===== src/include/cbmc_regs.svh =====
`ifndef CBMC_REGS_SVH
`define CBMC_REGS_SVH

// register byte offsets
`define CBMC_OFF_CTRL 12'h000
`define CBMC_OFF_STAT 12'h004
`define CBMC_OFF_UVSTAT 12'h008
`define CBMC_OFF_SECOND_STATUS_REG 12'h00C
`define CBMC_OFF_SWCTRL 12'h010
`define CBMC_OFF_POLARITY 12'h014
`define CBMC_OFF_EXP1 12'h018
`define CBMC_OFF_EXPN 12'h01C
`define CBMC_OFF_AUTOUV 12'h058
`define CBMC_OFF_DLYCTRL 12'h05C
`define CBMC_OFF_EVSTAT 12'h060
`define CBMC_OFF_EVMASK 12'h064
`define CBMC_OFF_EXIT 12'h068

// field positions
`define CBMC_CTRL_MODE_LSB 0
`define CBMC_CTRL_ACTIVE_BIT 4
`define CBMC_CTRL_UNIT_LSB 8
`define CBMC_STAT_TIMER_LSB 0
`define CBMC_STAT_CNTR_LSB 16
`define CBMC_SW_RESTART_BIT 16
`define CBMC_AUTOUV_MINCELL_BIT 16
`define CBMC_DLY_NTFY_LSB 0
`define CBMC_DLY_CAL_LSB 8
`define CBMC_EV_REJECT_BIT 0
`define CBMC_EV_HEALTH_BIT 1
`define CBMC_EV_DONE_BIT 2

// reset values
`define CBMC_EXP_RST 10'h000
`define CBMC_UVTHR_RST 14'h0000

// timing
`define CBMC_CLK_HZ 200000000
`define CBMC_ALIVE_HZ 1
`define CBMC_TICK_CYCLES (`CBMC_CLK_HZ / `CBMC_ALIVE_HZ)
`define CBMC_HEALTH_CYCLES 4

`endif


===== src/include/cbmc_pkg.sv =====
package cbmc_pkg;

    typedef enum logic [2:0] {
        CBMC_MODE_OFF = 3'b000,
        CBMC_MODE_EMERG = 3'b001,
        CBMC_MODE_MAN0 = 3'b010,
        CBMC_MODE_MAN1 = 3'b011,
        CBMC_MODE_AUTO_S = 3'b100,
        CBMC_MODE_AUTO_M = 3'b101,
        CBMC_MODE_AUTO_G0 = 3'b110,
        CBMC_MODE_AUTO_G1 = 3'b111
    } cbmc_mode_type;

    typedef enum logic [1:0] {
        CBMC_ST_IDLE = 2'b00,
        CBMC_ST_CHECK = 2'b01,
        CBMC_ST_RUN = 2'b10,
        CBMC_ST_DONE = 2'b11
    } cbmc_state_type;

    typedef struct packed {
        logic timer_en;
        logic uv_en;
        logic thermal_en;
    } cbmc_exit_type;

    typedef struct packed {
        logic [11:0] awaddr;
        logic awvalid;
        logic [31:0] wdata;
        logic [3:0] wstrb;
        logic wvalid;
        logic bready;
        logic [11:0] araddr;
        logic arvalid;
        logic rready;
    } cbmc_axi_req_type;

    typedef struct packed {
        logic awready;
        logic wready;
        logic [1:0] bresp;
        logic bvalid;
        logic arready;
        logic [31:0] rdata;
        logic [1:0] rresp;
        logic rvalid;
    } cbmc_axi_rsp_type;

endpackage


===== src/core/cbmc_top.sv =====
// Register access over AXI4-Lite and the placing of the registers are this design's own decisions.
`include "cbmc_regs.svh"

module cbmc_top #(
    parameter int NCELL = 14,
    parameter int TICK_CYCLES = `CBMC_TICK_CYCLES
) (
    input wire logic aclk,
    input wire logic aresetn,
    input wire cbmc_pkg::cbmc_axi_req_type axi_req,
    output cbmc_pkg::cbmc_axi_rsp_type axi_rsp,
    input wire logic timer_expired,
    input wire logic thermal_fault,
    input wire logic uv_reached,
    input wire logic health_fail,
    output logic [NCELL-1:0] balance_switch_on,
    output logic irq
);
    import cbmc_pkg::*;

    ////////////////////////////////////////////////////////////////
    // bus handshake
    logic aw_hold_q;
    logic w_hold_q;
    logic [11:0] awaddr_q;
    logic [31:0] wdata_q;
    logic [3:0] wstrb_q;
    logic bvalid_q;
    logic rvalid_q;
    logic [31:0] rdata_q;
    logic [1:0] rresp_q;
    logic [1:0] bresp_q;
    logic wr_fire;
    logic [31:0] wmask;
    logic [31:0] wval;
    assign axi_rsp.awready = !aw_hold_q && !bvalid_q;
    assign axi_rsp.wready = !w_hold_q && !bvalid_q;
    assign axi_rsp.arready = !rvalid_q;
    assign axi_rsp.bvalid = bvalid_q;
    assign axi_rsp.bresp = bresp_q;
    assign axi_rsp.rvalid = rvalid_q;
    assign axi_rsp.rdata = rdata_q;
    assign axi_rsp.rresp = rresp_q;
    assign wr_fire = aw_hold_q && w_hold_q && !bvalid_q;
    always_ff @(posedge aclk) begin
        if (!aresetn) begin
            aw_hold_q <= 1'b0;
            w_hold_q <= 1'b0;
            awaddr_q <= 12'h000;
            wdata_q <= 32'h00000000;
            wstrb_q <= 4'h0;
        end else begin
            if (axi_req.awvalid && axi_rsp.awready) begin
                aw_hold_q <= 1'b1;
                awaddr_q <= axi_req.awaddr;
            end else if (wr_fire) begin
                aw_hold_q <= 1'b0;
            end
            if (axi_req.wvalid && axi_rsp.wready) begin
                w_hold_q <= 1'b1;
                wdata_q <= axi_req.wdata;
                wstrb_q <= axi_req.wstrb;
            end else if (wr_fire) begin
                w_hold_q <= 1'b0;
            end
        end
    end
    always_comb begin
        for (int i = 0; i < 4; i++) begin
            wmask[i*8 +: 8] = {8{wstrb_q[i]}};
        end
    end
    assign wval = wdata_q & wmask;

    ////////////////////////////////////////////////////////////////
    // mode classes and write decode
    cbmc_mode_type mode_q;
    logic is_auto;
    logic is_man;
    logic is_emerg;
    logic wr_ctrl;
    logic wr_sw;
    logic wr_pol;
    logic wr_exp1;
    logic wr_expn;
    logic wr_auv;
    logic wr_dly;
    logic wr_evs;
    logic wr_evm;
    logic wr_exit;
    logic wr_known;
    logic [NCELL-2:0] wr_expn_sel;
    logic block_sw;
    logic block_exp1;
    logic block_expn;
    logic block_auv;
    logic block_dly;
    logic blocked;
    assign is_auto = mode_q[2];
    assign is_man = (mode_q[2:1] == 2'b01);
    assign is_emerg = (mode_q == CBMC_MODE_EMERG);
    assign wr_ctrl = wr_fire && awaddr_q == `CBMC_OFF_CTRL;
    assign wr_sw = wr_fire && awaddr_q == `CBMC_OFF_SWCTRL;
    assign wr_pol = wr_fire && awaddr_q == `CBMC_OFF_POLARITY;
    assign wr_exp1 = wr_fire && awaddr_q == `CBMC_OFF_EXP1;
    assign wr_expn = |wr_expn_sel;
    assign wr_auv = wr_fire && awaddr_q == `CBMC_OFF_AUTOUV;
    assign wr_dly = wr_fire && awaddr_q == `CBMC_OFF_DLYCTRL;
    assign wr_evs = wr_fire && awaddr_q == `CBMC_OFF_EVSTAT;
    assign wr_evm = wr_fire && awaddr_q == `CBMC_OFF_EVMASK;
    assign wr_exit = wr_fire && awaddr_q == `CBMC_OFF_EXIT;
    assign wr_known = wr_ctrl | wr_sw | wr_pol | wr_exp1 | wr_expn | wr_auv | wr_dly | wr_evs | wr_evm | wr_exit
        | (wr_fire && (awaddr_q == `CBMC_OFF_STAT || awaddr_q == `CBMC_OFF_UVSTAT
        || awaddr_q == `CBMC_OFF_SECOND_STATUS_REG));
    // whole-register blocking, off while disabled
    assign block_sw = is_auto;
    assign block_exp1 = mode_q != CBMC_MODE_OFF;
    assign block_expn = is_auto;
    assign block_auv = is_auto;
    assign block_dly = is_auto || is_emerg;
    assign blocked = (wr_sw && block_sw) || (wr_exp1 && block_exp1) || (wr_expn && block_expn)
        || (wr_auv && block_auv) || (wr_dly && block_dly);
    always_ff @(posedge aclk) begin
        if (!aresetn) begin
            bvalid_q <= 1'b0;
            bresp_q <= 2'b00;
        end else if (wr_fire) begin
            bvalid_q <= 1'b1;
            bresp_q <= wr_known ? 2'b00 : 2'b10;
        end else if (axi_req.bready) begin
            bvalid_q <= 1'b0;
        end
    end

    ////////////////////////////////////////////////////////////////
    // configuration registers
    logic [NCELL-1:0] sw_en_q;
    logic [NCELL-1:0] polarity_q;
    logic [9:0] exp_q [NCELL];
    logic [13:0] uv_thr_q;
    logic min_cell_q;
    logic [7:0] notify_q;
    logic [7:0] cal_dly_q;
    cbmc_exit_type exit_en_q;
    logic restart_act;

    always_ff @(posedge aclk) begin
        if (!aresetn) begin
            sw_en_q <= '0;
            polarity_q <= '0;
            uv_thr_q <= `CBMC_UVTHR_RST;
            min_cell_q <= 1'b0;
            notify_q <= 8'h00;
            cal_dly_q <= 8'h00;
            exit_en_q <= 3'b111;
        end else begin
            if (wr_sw && !block_sw) begin
                sw_en_q <= wval[NCELL-1:0];
            end
            if (wr_pol) begin
                polarity_q <= wval[NCELL-1:0];
            end
            if (wr_auv && !block_auv) begin
                uv_thr_q <= wval[13:0];
                min_cell_q <= wval[`CBMC_AUTOUV_MINCELL_BIT];
            end
            if (wr_dly && !block_dly) begin
                notify_q <= wval[`CBMC_DLY_NTFY_LSB +: 8];
                cal_dly_q <= wval[`CBMC_DLY_CAL_LSB +: 8];
            end
            if (wr_exit) begin
                exit_en_q <= wval[2:0];
            end
        end
    end

    genvar g;
    generate
        for (g = 0; g < NCELL; g++) begin : g_exp
            if (g == 0) begin : g_first
                always_ff @(posedge aclk) begin
                    if (!aresetn) begin
                        exp_q[g] <= `CBMC_EXP_RST;
                    end else if (wr_exp1 && !block_exp1) begin
                        exp_q[g] <= wval[9:0];
                    end
                end
            end else begin : g_rest
                assign wr_expn_sel[g-1] = wr_fire && awaddr_q == `CBMC_OFF_EXPN + 12'((g - 1) * 4);
                always_ff @(posedge aclk) begin
                    if (!aresetn) begin
                        exp_q[g] <= `CBMC_EXP_RST;
                    end else if (wr_expn_sel[g-1] && !block_expn) begin
                        exp_q[g] <= wval[9:0];
                    end
                end
            end
        end
    endgenerate

    // restart acts only in manual mode
    assign restart_act = wr_sw && is_man && wval[`CBMC_SW_RESTART_BIT];

    ////////////////////////////////////////////////////////////////
    // mode and sequencing
    cbmc_state_type state_q;
    logic [15:0] timer_q;
    logic [1:0] alive_q;
    logic [31:0] tick_cnt_q;
    logic tick;
    logic [2:0] hc_cnt_q;
    logic exit_met;
    logic active;
    logic mode_wr;
    assign mode_wr = wr_ctrl;
    assign active = (state_q == CBMC_ST_RUN);
    assign tick = (tick_cnt_q == 32'(TICK_CYCLES - 1));
    // all enabled exits met; none enabled never exits
    assign exit_met = (|exit_en_q) && (!exit_en_q.timer_en || timer_expired)
        && (!exit_en_q.uv_en || uv_reached) && (!exit_en_q.thermal_en || thermal_fault);

    always_ff @(posedge aclk) begin
        if (!aresetn) begin
            mode_q <= CBMC_MODE_OFF;
        end else if (mode_wr) begin
            mode_q <= cbmc_mode_type'(wval[`CBMC_CTRL_MODE_LSB +: 3]);
        end
    end

    always_ff @(posedge aclk) begin
        if (!aresetn) begin
            state_q <= CBMC_ST_IDLE;
            hc_cnt_q <= 3'h0;
        end else if (mode_wr) begin
            state_q <= (wval[2:0] == 3'b000) ? CBMC_ST_IDLE : CBMC_ST_CHECK;
            hc_cnt_q <= 3'h0;
        end else begin
            case (state_q)
                CBMC_ST_IDLE: begin
                    state_q <= CBMC_ST_IDLE;
                end
                CBMC_ST_CHECK: begin
                    hc_cnt_q <= hc_cnt_q + 3'h1;
                    if (health_fail) begin
                        state_q <= CBMC_ST_DONE;
                    end else if (hc_cnt_q == 3'(`CBMC_HEALTH_CYCLES - 1)) begin
                        state_q <= CBMC_ST_RUN;
                    end
                end
                CBMC_ST_RUN: begin
                    if (exit_met) begin
                        state_q <= CBMC_ST_DONE;
                    end
                end
                CBMC_ST_DONE: begin
                    state_q <= CBMC_ST_DONE;
                end
                default: begin
                    state_q <= CBMC_ST_IDLE;
                end
            endcase
        end
    end

    // timer and alive counter, cleared by mode writes; timer also cleared by a manual restart while active
    always_ff @(posedge aclk) begin
        if (!aresetn) begin
            timer_q <= 16'h0000;
            alive_q <= 2'b00;
            tick_cnt_q <= 32'h00000000;
        end else if (mode_wr) begin
            timer_q <= 16'h0000;
            alive_q <= 2'b00;
            tick_cnt_q <= 32'h00000000;
        end else if (active) begin
            tick_cnt_q <= tick ? 32'h00000000 : tick_cnt_q + 32'h00000001;
            if (restart_act) begin
                timer_q <= 16'h0000;
            end else if (tick) begin
                timer_q <= timer_q + 16'h0001;
            end
            if (tick) begin
                alive_q <= alive_q + 2'b01;
            end
        end
    end

    // switch drive, polarity_q not applied; switches held off in emergency mode
    generate
        for (g = 0; g < NCELL; g++) begin : g_sw
            always_ff @(posedge aclk) begin
                if (!aresetn) begin
                    balance_switch_on[g] <= 1'b0;
                end else begin
                    balance_switch_on[g] <= active && sw_en_q[g] && !is_emerg;
                end
            end
        end
    endgenerate

    ////////////////////////////////////////////////////////////////
    // events and interrupt
    logic [2:0] ev_q;
    logic [2:0] mask_q;
    logic [2:0] ev_set;
    assign ev_set = {state_q == CBMC_ST_RUN && exit_met,
        state_q == CBMC_ST_CHECK && health_fail && !mode_wr, blocked};
    always_ff @(posedge aclk) begin
        if (!aresetn) begin
            ev_q <= 3'b000;
            mask_q <= 3'b000;
        end else begin
            ev_q <= ev_set | (ev_q & ~(wr_evs ? wval[2:0] : 3'b000));
            if (wr_evm) begin
                mask_q <= wval[2:0];
            end
        end
    end

    always_ff @(posedge aclk) begin
        if (!aresetn) begin
            irq <= 1'b0;
        end else begin
            irq <= |(ev_q & mask_q);
        end
    end

    ////////////////////////////////////////////////////////////////
    // read path
    logic [1:0] unit;
    logic [31:0] rd_mux;
    logic rd_ok;
    int idx;
    assign unit = is_auto ? {1'b0, mode_q[0]} : 2'b00;
    always_comb begin
        rd_mux = 32'h00000000;
        rd_ok = 1'b1;
        idx = 0;
        case (axi_req.araddr)
            `CBMC_OFF_CTRL: rd_mux = {22'h0, unit, 3'h0, active, 1'b0, mode_q};
            `CBMC_OFF_STAT: rd_mux = {14'h0, alive_q, timer_q};
            `CBMC_OFF_UVSTAT: rd_mux = {31'h0, active};
            `CBMC_OFF_SECOND_STATUS_REG: rd_mux = {29'h0, ev_q};
            `CBMC_OFF_SWCTRL: rd_mux = {18'h0, sw_en_q};
            `CBMC_OFF_POLARITY: rd_mux = {18'h0, polarity_q};
            `CBMC_OFF_AUTOUV: rd_mux = {15'h0, min_cell_q, 2'h0, uv_thr_q};
            `CBMC_OFF_DLYCTRL: rd_mux = {16'h0, cal_dly_q, notify_q};
            `CBMC_OFF_EVSTAT: rd_mux = {29'h0, ev_q};
            `CBMC_OFF_EVMASK: rd_mux = {29'h0, mask_q};
            `CBMC_OFF_EXIT: rd_mux = {29'h0, exit_en_q};
            default: begin
                if (axi_req.araddr >= `CBMC_OFF_EXP1 && axi_req.araddr < `CBMC_OFF_EXP1 + 12'(NCELL * 4)
                    && axi_req.araddr[1:0] == 2'b00) begin
                    idx = int'((axi_req.araddr - `CBMC_OFF_EXP1) >> 2);
                    rd_mux = {22'h0, exp_q[idx]};
                end else begin
                    rd_ok = 1'b0;
                end
            end
        endcase
    end

    always_ff @(posedge aclk) begin
        if (!aresetn) begin
            rvalid_q <= 1'b0;
            rdata_q <= 32'h00000000;
            rresp_q <= 2'b00;
        end else if (axi_req.arvalid && !rvalid_q) begin
            rvalid_q <= 1'b1;
            rdata_q <= rd_mux;
            rresp_q <= rd_ok ? 2'b00 : 2'b10;
        end else if (axi_req.rready) begin
            rvalid_q <= 1'b0;
        end
    end

endmodule


===== config.mk =====
export PLATFORM = sky130hd
export DESIGN_NAME = cbmc_top
export DESIGN_NICKNAME = d
export VERILOG_FILES = /design/src/include/cbmc_pkg.sv /design/src/core/cbmc_top.sv
export VERILOG_INCLUDE_DIRS = /design/src /design/src/include
export SDC_FILE = /design/constraint.sdc
export NUM_CORES = 1
export LEC_CHECK = 0
export ABC_AREA = 1
export BUFFER_PORTS_ARGS = -buffer_cell sky130_fd_sc_hd__buf_2
export CAP_MARGIN = 0
export CORE_MARGIN = 2
export CORE_UTILIZATION = 30
export DETAILED_ROUTE_END_ITERATION = 10
export SYNTH_ARGS = -nofsm -noshare
export SYNTH_HDL_FRONTEND = slang
export SYNTH_SLANG_ARGS = --single-unit

===== constraint.sdc =====
create_clock -name aclk -period 5.7 [get_ports aclk]
set_clock_uncertainty 0.2 [all_clocks]
set_input_delay 1.14 -clock aclk [delete_from_list [all_inputs] [get_ports aclk]]
set_output_delay 1.14 -clock aclk [all_outputs]
set_load 0.05 [all_outputs]

==> results.cfg, run 1 <==
[timing]
relSlewSlack = 0.162
max_freq_mhz = 290
rsz0062_at_grt = no
setup_tns_ps = 0
slew_viol_final = 0
tightest_slew_ps = 1250
holdWs_ps = 257
period_needed_ps = 3440
hold_viol = 0
setup_viol = 0
period_share = 0.604

[global_route]
grt_pass1_wl_um = 76900
grt_pass1_vias = 13200
antenna_found_initial = 2
grtUsageTotal = 0.177
grt_max_degree = 84
grt_overflow = 0

[die]
start_util = 0.305
fp.coreArea_um2 = 52800
io_pins = 127
dieArea_um2 = 55400
floorplan.rows = 84
die_h_um = 235
die_w_um = 235

[worst_hold_path]
min_to = notify_q[3]$_SDFFE_PN0P_
hold_path_class = flip-flop to flip-flop
hold_path_startpoint = notify_q[3]$_SDFFE_PN0P_
worstHoldPathCells = 2

[placed_design]
gp_congestion = 0.875
io_buffers = 94
hpwl_um = 34500

[clock_tree]
cts-resized-gates = 0
insertion_delay_ps = 560
cts_buffers = 40
postCtsSetupBuffers = 0
clkTransAtPathRegs_ps = 50
htree_levels = 2
clock_path_buffers = 3
cts_root_buf = clkbuf_16
cts.sinks = 337
cts_tree = yes
postCtsHoldBufs = 0

[detailed_routing]
wl_per_cell_um = 17.8
via_per_inst = 5.03
drc = 0
dr.pass1.iters = 9
dr_total_vias = 14100
final_antenna_net_count = 0
drtIter0Drc = 1379
drt-total-wl_um = 49700

[logic_synthesis]
synth_ff_type = dfxtp_1
seq_area_frac_synth = 0.507
syn_avg_cell_area_um2 = 8.00
ys_types = 54
async_reset_ff_frac = 0
yosysWarnings = 0
syn_inst = 2008
synth-edff-count = 140
synth_area_um2 = 16100
ys_ff_latch = 337

[worst_setup_path]
crit_arrival_ps = 3660
crit_path_end_kind = flip-flop
reg2regPathDepth = 9
startpoint = axi_req[4]
cp.required_ps = 5920
critPathMaxFanout = 24
r2r_slack_ps = 2650
crit_chain = buf_2 -> inv_4 -> nand2_1 -> nor2_1 -> nand3_1 -> inv_1 -> nand2_1 -> nand3_1 -> nor2_1 -> nand3_1 -> nand2_1 -> a21oi_1
crit_path_max_incr_delay_ps = 830
crit_type = primary input to flip-flop
r2r_start = state_q[1]$_SDFFE_PN0P_
start_kind = primary input
slowest_stage = nand2_1
r2r-end = tick_cnt_q[9]$_SDFFE_PP0P_

[final_layout]
layout_common_cells = nor2_1, nand2_1, dfxtp_1, inv_1, o21ai_0
final_core_util = 0.349
final_common_cell = nor2_1
fin_nets = 2149
antenna_cells = 0
area_delta_synth_final_pct = 14.6
drive_above_1_share = 0.127

[power_and_ir_drop]
ir_drop_v = 0.000239
p_leak_nw = 7.20
power_density_nw_per_um2 = 314

[run_status]
status = finished, final reports clean

[run]
drv_cap = 0
worst max path at each step:
stage,to,slack (ps),depth (start not counted)
floorplan,exp_q[10][0]$_SDFFCE_PN0P_,2680,4
CTS,rdata_q[4]$_SDFFE_PN0P_,2340,12
global placement,rdata_q[4]$_SDFFE_PN0P_,1810,12
detailed placement,rdata_q[4]$_SDFFE_PN0P_,1760,12
finish,rdata_q[4]$_SDFFE_PN0P_,2260,12
global route,rdata_q[4]$_SDFFE_PN0P_,2060,12
power breakdown:
group          internal [mW]  switching, mW
registers               2.58         0.0390
logic                  0.125          0.405
clock network           1.59           1.04
flip-flops by register name, summed over array words and instances (netlist names), 16 cells and up:
name,count
exp_q,140
rdata_q,18
tick_cnt_q,32
timer_q,16
wdata_q,17
Yosys cell counts, types with 4 or more instances:
master,n,share of area
nor2_1,400,0.093
nand2_1,288,0.067
dfxtp_1,197,0.25
inv_1,179,0.042
o21ai_0,154,0.048
a21oi_1,140,0.044
edfxtp_1,140,0.26
nand3_1,119,0.037
clkbuf_1,50,0.012
nor3_1,47,0.015
nand4_1,40,0.016
buf_4,23,0.011
buf_2,22,0.0069
o22ai_1,21,0.0082
or2_2,21,0.0082
xor2_1,17,0.0093
nand4_2,13,0.010
inv_2,12,0.0028
nand3b_1,12,0.0056
nor2_4,12,0.0084
nand2_2,10,0.0039
nor2_2,7,0.0027
nor4_1,7,0.0027
xnor2_1,6,0.0033
ha_1,5,0.0039
nand3_2,5,0.0031
buf_1,4,0.00093
nand2_4,4,0.0028
nor3_2,4,0.0025
o211ai_1,4,0.0019
o21ai_1,4,0.0012
o31ai_1,4,0.0019
per-layer routing:
| metal | up-vias | GRT usage | routed length [µm] |
|---|---|---|---|
| li1 | 6779 | - | - |
| met1 | 6633 | 0.250 | 22300 |
| met2 | 574 | 0.274 | 21700 |
| met3 | 74 | 0.0313 | 4520 |
| met4 | 2 | 0.0521 | 1140 |
| met5 | - | 0 | 13 |
kinds of logic (layout without fill, tap and decap cells):
| family | count (synthesis) | count (layout) | share of synthesized area |
|---|---|---|---|
| xor+xnor | 23 | 23 | 0.0125 |
| other cells | 1 | 16 | 0.000233 |
| fa+ha+maj | 5 | 5 | 0.00389 |
| buf+inv | 299 | 381 | 0.0789 |
| simple gates | 997 | 997 | 0.283 |
| flops | 337 | 337 | 0.507 |
| compound gates | 346 | 346 | 0.114 |
stage by stage:
step	std cells	setup slack [ps]	cell area (µm²)	total power [mW]
2_1_floorplan	2023	2680	16100	3.03
3_3_place_gp	2719	1810	17100	3.19
3_5_place_dp	2719	1760	17100	3.20
4_1_cts	2793	2340	18400	5.84
5_1_grt	2793	2060	18400	5.98
6_report	2793	2260	18400	5.78
layout make-up:
cell class	instances	area [µm²]
Fill cell	5479	34300
Sequential cell	337	8150
Clock buffer	55	1140
Timing Repair Buffer	112	608
Multi-Input combinational cell	1387	6710
Tap cell	688	861
Clock inverter	19	211
Inverter	195	739
worst max-delay path: cells and delay by family:
family / cells / cell delay [ps]
buffers and inverters: 3 / 730
AO/OA/AOI/OAI: 1 / 80
AND/OR/NAND/NOR: 8 / 1690
Power figures use the tool's default switching activity.
==> run 2: changes to the inputs <==
- clock period: 5.7 -> 3.2 ns (I/O delays scaled with it)
==> results.cfg, run 2 (synthesized netlist as in run 1, its figures left out) <==
[worst_setup_path]
critPathMaxFanout = 17
r2r-end = exp_q[4][2]$_SDFFCE_PN0P_
path_depth = 9
crit_family = simple AND/OR/NAND/NOR gates
crit_arrival_ps = 2750
r2r_start = awaddr_q[0]$_SDFFE_PN0P_
crit_path_end_kind = flip-flop
cp.required_ps = 3480
crit_chain = buf_2 -> nand2_2 -> nor2_1 -> nand3_1 -> inv_1 -> nand2_1 -> nand3_1 -> nand2_1 -> a21oi_1
reg2regPathDepth = 8
r2r_slack_ps = 750
start_kind = primary input
crit_type = primary input to flip-flop
startpoint = axi_req[4]
slowest_stage = buf_2
crit_path_max_incr_delay_ps = 340
path_buf_inv = 2

[global_route]
grt_max_degree = 104
grtUsageTotal = 0.176
grt_overflow = 0
antenna_found_initial = 1
grt_pass1_vias = 13400
grt_pass1_wl_um = 76600

[final_layout]
final_common_cell = nor2_1
layout_common_cells = nor2_1, nand2_1, dfxtp_1, inv_1, o21ai_0
fillers = 5537
register_area_um2 = 8150
fin_nets = 2177
stdcell_area_um2 = 18600
reg_top3 = exp_q x140, tick_cnt_q x32, rdata_q x18
antenna_cells = 0
multi_input_area_um2 = 6710
area_delta_synth_final_pct = 15.6
top_register = exp_q
drive_above_1_share = 0.138
largest_reg_flops = 140

[timing]
rsz0062_at_grt = no
hold_viol = 0
slew_viol_final = 0
period_share = 0.773
setup_tns_ps = 0
setup_viol = 0
relSlewSlack = 0.237
max_freq_mhz = 404
setup_slack_ps = 725
period_needed_ps = 2480
tightest_slew_ps = 1140

[placed_design]
gp_congestion = 0.900
dpl_worst_slack_ps = 292
io_buffers = 94
hpwl_um = 35400
dpl_cell_area_um2 = 17300

[power_and_ir_drop]
power_frac_seq = 0.457
p_int_mw = 7.55
combPwrFrac = 0.096
clkPwrFrac = 0.447
p_leak_nw = 7.31
ir_drop_v = 0.000411
power_density_nw_per_um2 = 549
finalPower_mw = 10.2
switching_share = 0.259
p_sw_mw = 2.64

[clock_tree]
cts.sinks = 337
postCtsSetupBuffers = 0
clkTransAtPathRegs_ps = 60
cts_tree = yes
cts_root_buf = clkbuf_16
cts-resized-gates = 0
postCtsHoldBufs = 0
insertion_delay_ps = 570
clock_path_buffers = 3
cts_buffers = 40
htree_levels = 2

[detailed_routing]
dr.pass1.iters = 6
final_antenna_net_count = 0
via_per_inst = 5.03
drtIter0Drc = 1353
drt-total-wl_um = 49600
drc = 0
dr_total_vias = 14200
wl_per_cell_um = 17.6

[run_status]
status = finished, final reports clean

[die]
die_h_um = 235
floorplan.rows = 84
io_pins = 127
start_util = 0.305
die_w_um = 235
dieArea_um2 = 55400
fp.coreArea_um2 = 52800

[worst_hold_path]
min_to = bvalid_q$_SDFFE_PN0P_
hold_path_class = primary input to flip-flop
worstHoldPathCells = 4
hold_path_startpoint = axi_req[14]

[run]
drv_cap = 0
==> run 2: cell count changes in the layout (fill, tap and decap cells not counted), moves of 2 or more <==
cell       delta
clkinv_1      +2
o21ai_0       +5
buf_4        +27
clkbuf_16     -2
clkbuf_1      -3
o21ai_1       -5
==> run 2: per-stage QoR <==
| stage | hold slack, ps | utilization | instances |
|---|---|---|---|
| 2_1_floorplan | 225 | - | 2023 |
| 3_3_place_gp | 240 | 0.328 | 2747 |
| 3_5_place_dp | 245 | 0.328 | 2747 |
| 4_1_cts | 98.7 | 0.352 | 2818 |
| 5_1_grt | 129 | 0.352 | 2818 |
| 6_report | 131 | 0.352 | 2818 |
==> run 2: worst register-to-register path: cells and delay by family (launching register included) <==
family / cells / cell delay (ps)
AND/OR/NAND/NOR: 4 / 770
buffers and inverters: 3 / 590
AO/OA/AOI/OAI: 1 / 310
flip-flops: 1 / 290
==> run 2: cell type report <==
type / instances / area share
clock buffers: 50 / 0.0580
clock inverters: 21 / 0.0115
inverters: 195 / 0.0398
multi-input cells: 1387 / 0.361
flip-flops and latches: 337 / 0.438
well taps: 688 / 0.0463
repair buffers: 140 / 0.0447
==> run 2: worst max-delay path by stage <==
stage / end / slack (ps)
finish: rdata_q[6]$_SDFFE_PN0P_ / 720
global route: rdata_q[4]$_SDFFE_PN0P_ / 620
CTS: exp_q[4][2]$_SDFFCE_PN0P_ / 780
detailed placement: rdata_q[6]$_SDFFE_PN0P_ / 290
global placement: rdata_q[6]$_SDFFE_PN0P_ / 300
floorplan: exp_q[10][0]$_SDFFCE_PN0P_ / 680
==> run 2: power groups by stage <==
stage	combinational [mW]	sequential, mW	clock, mW
4_1_cts	0.973	4.66	4.64
3_5_place_dp	0.968	4.76	0
2_1_floorplan	0.651	4.75	0
5_1_grt	1.06	4.68	4.79
6_report	0.978	4.67	4.56
3_3_place_gp	0.949	4.75	0
==> run 2: routing by layer <==
metal,part of all wire,track usage,up-vias,routed length (µm)
met5,0.00032,0,-,16
met3,0.085,0.0421,75,4240
met4,0.026,0.0517,2,1280
met2,0.43,0.267,541,21400
li1,-,-,6839,-
met1,0.46,0.247,6728,22700
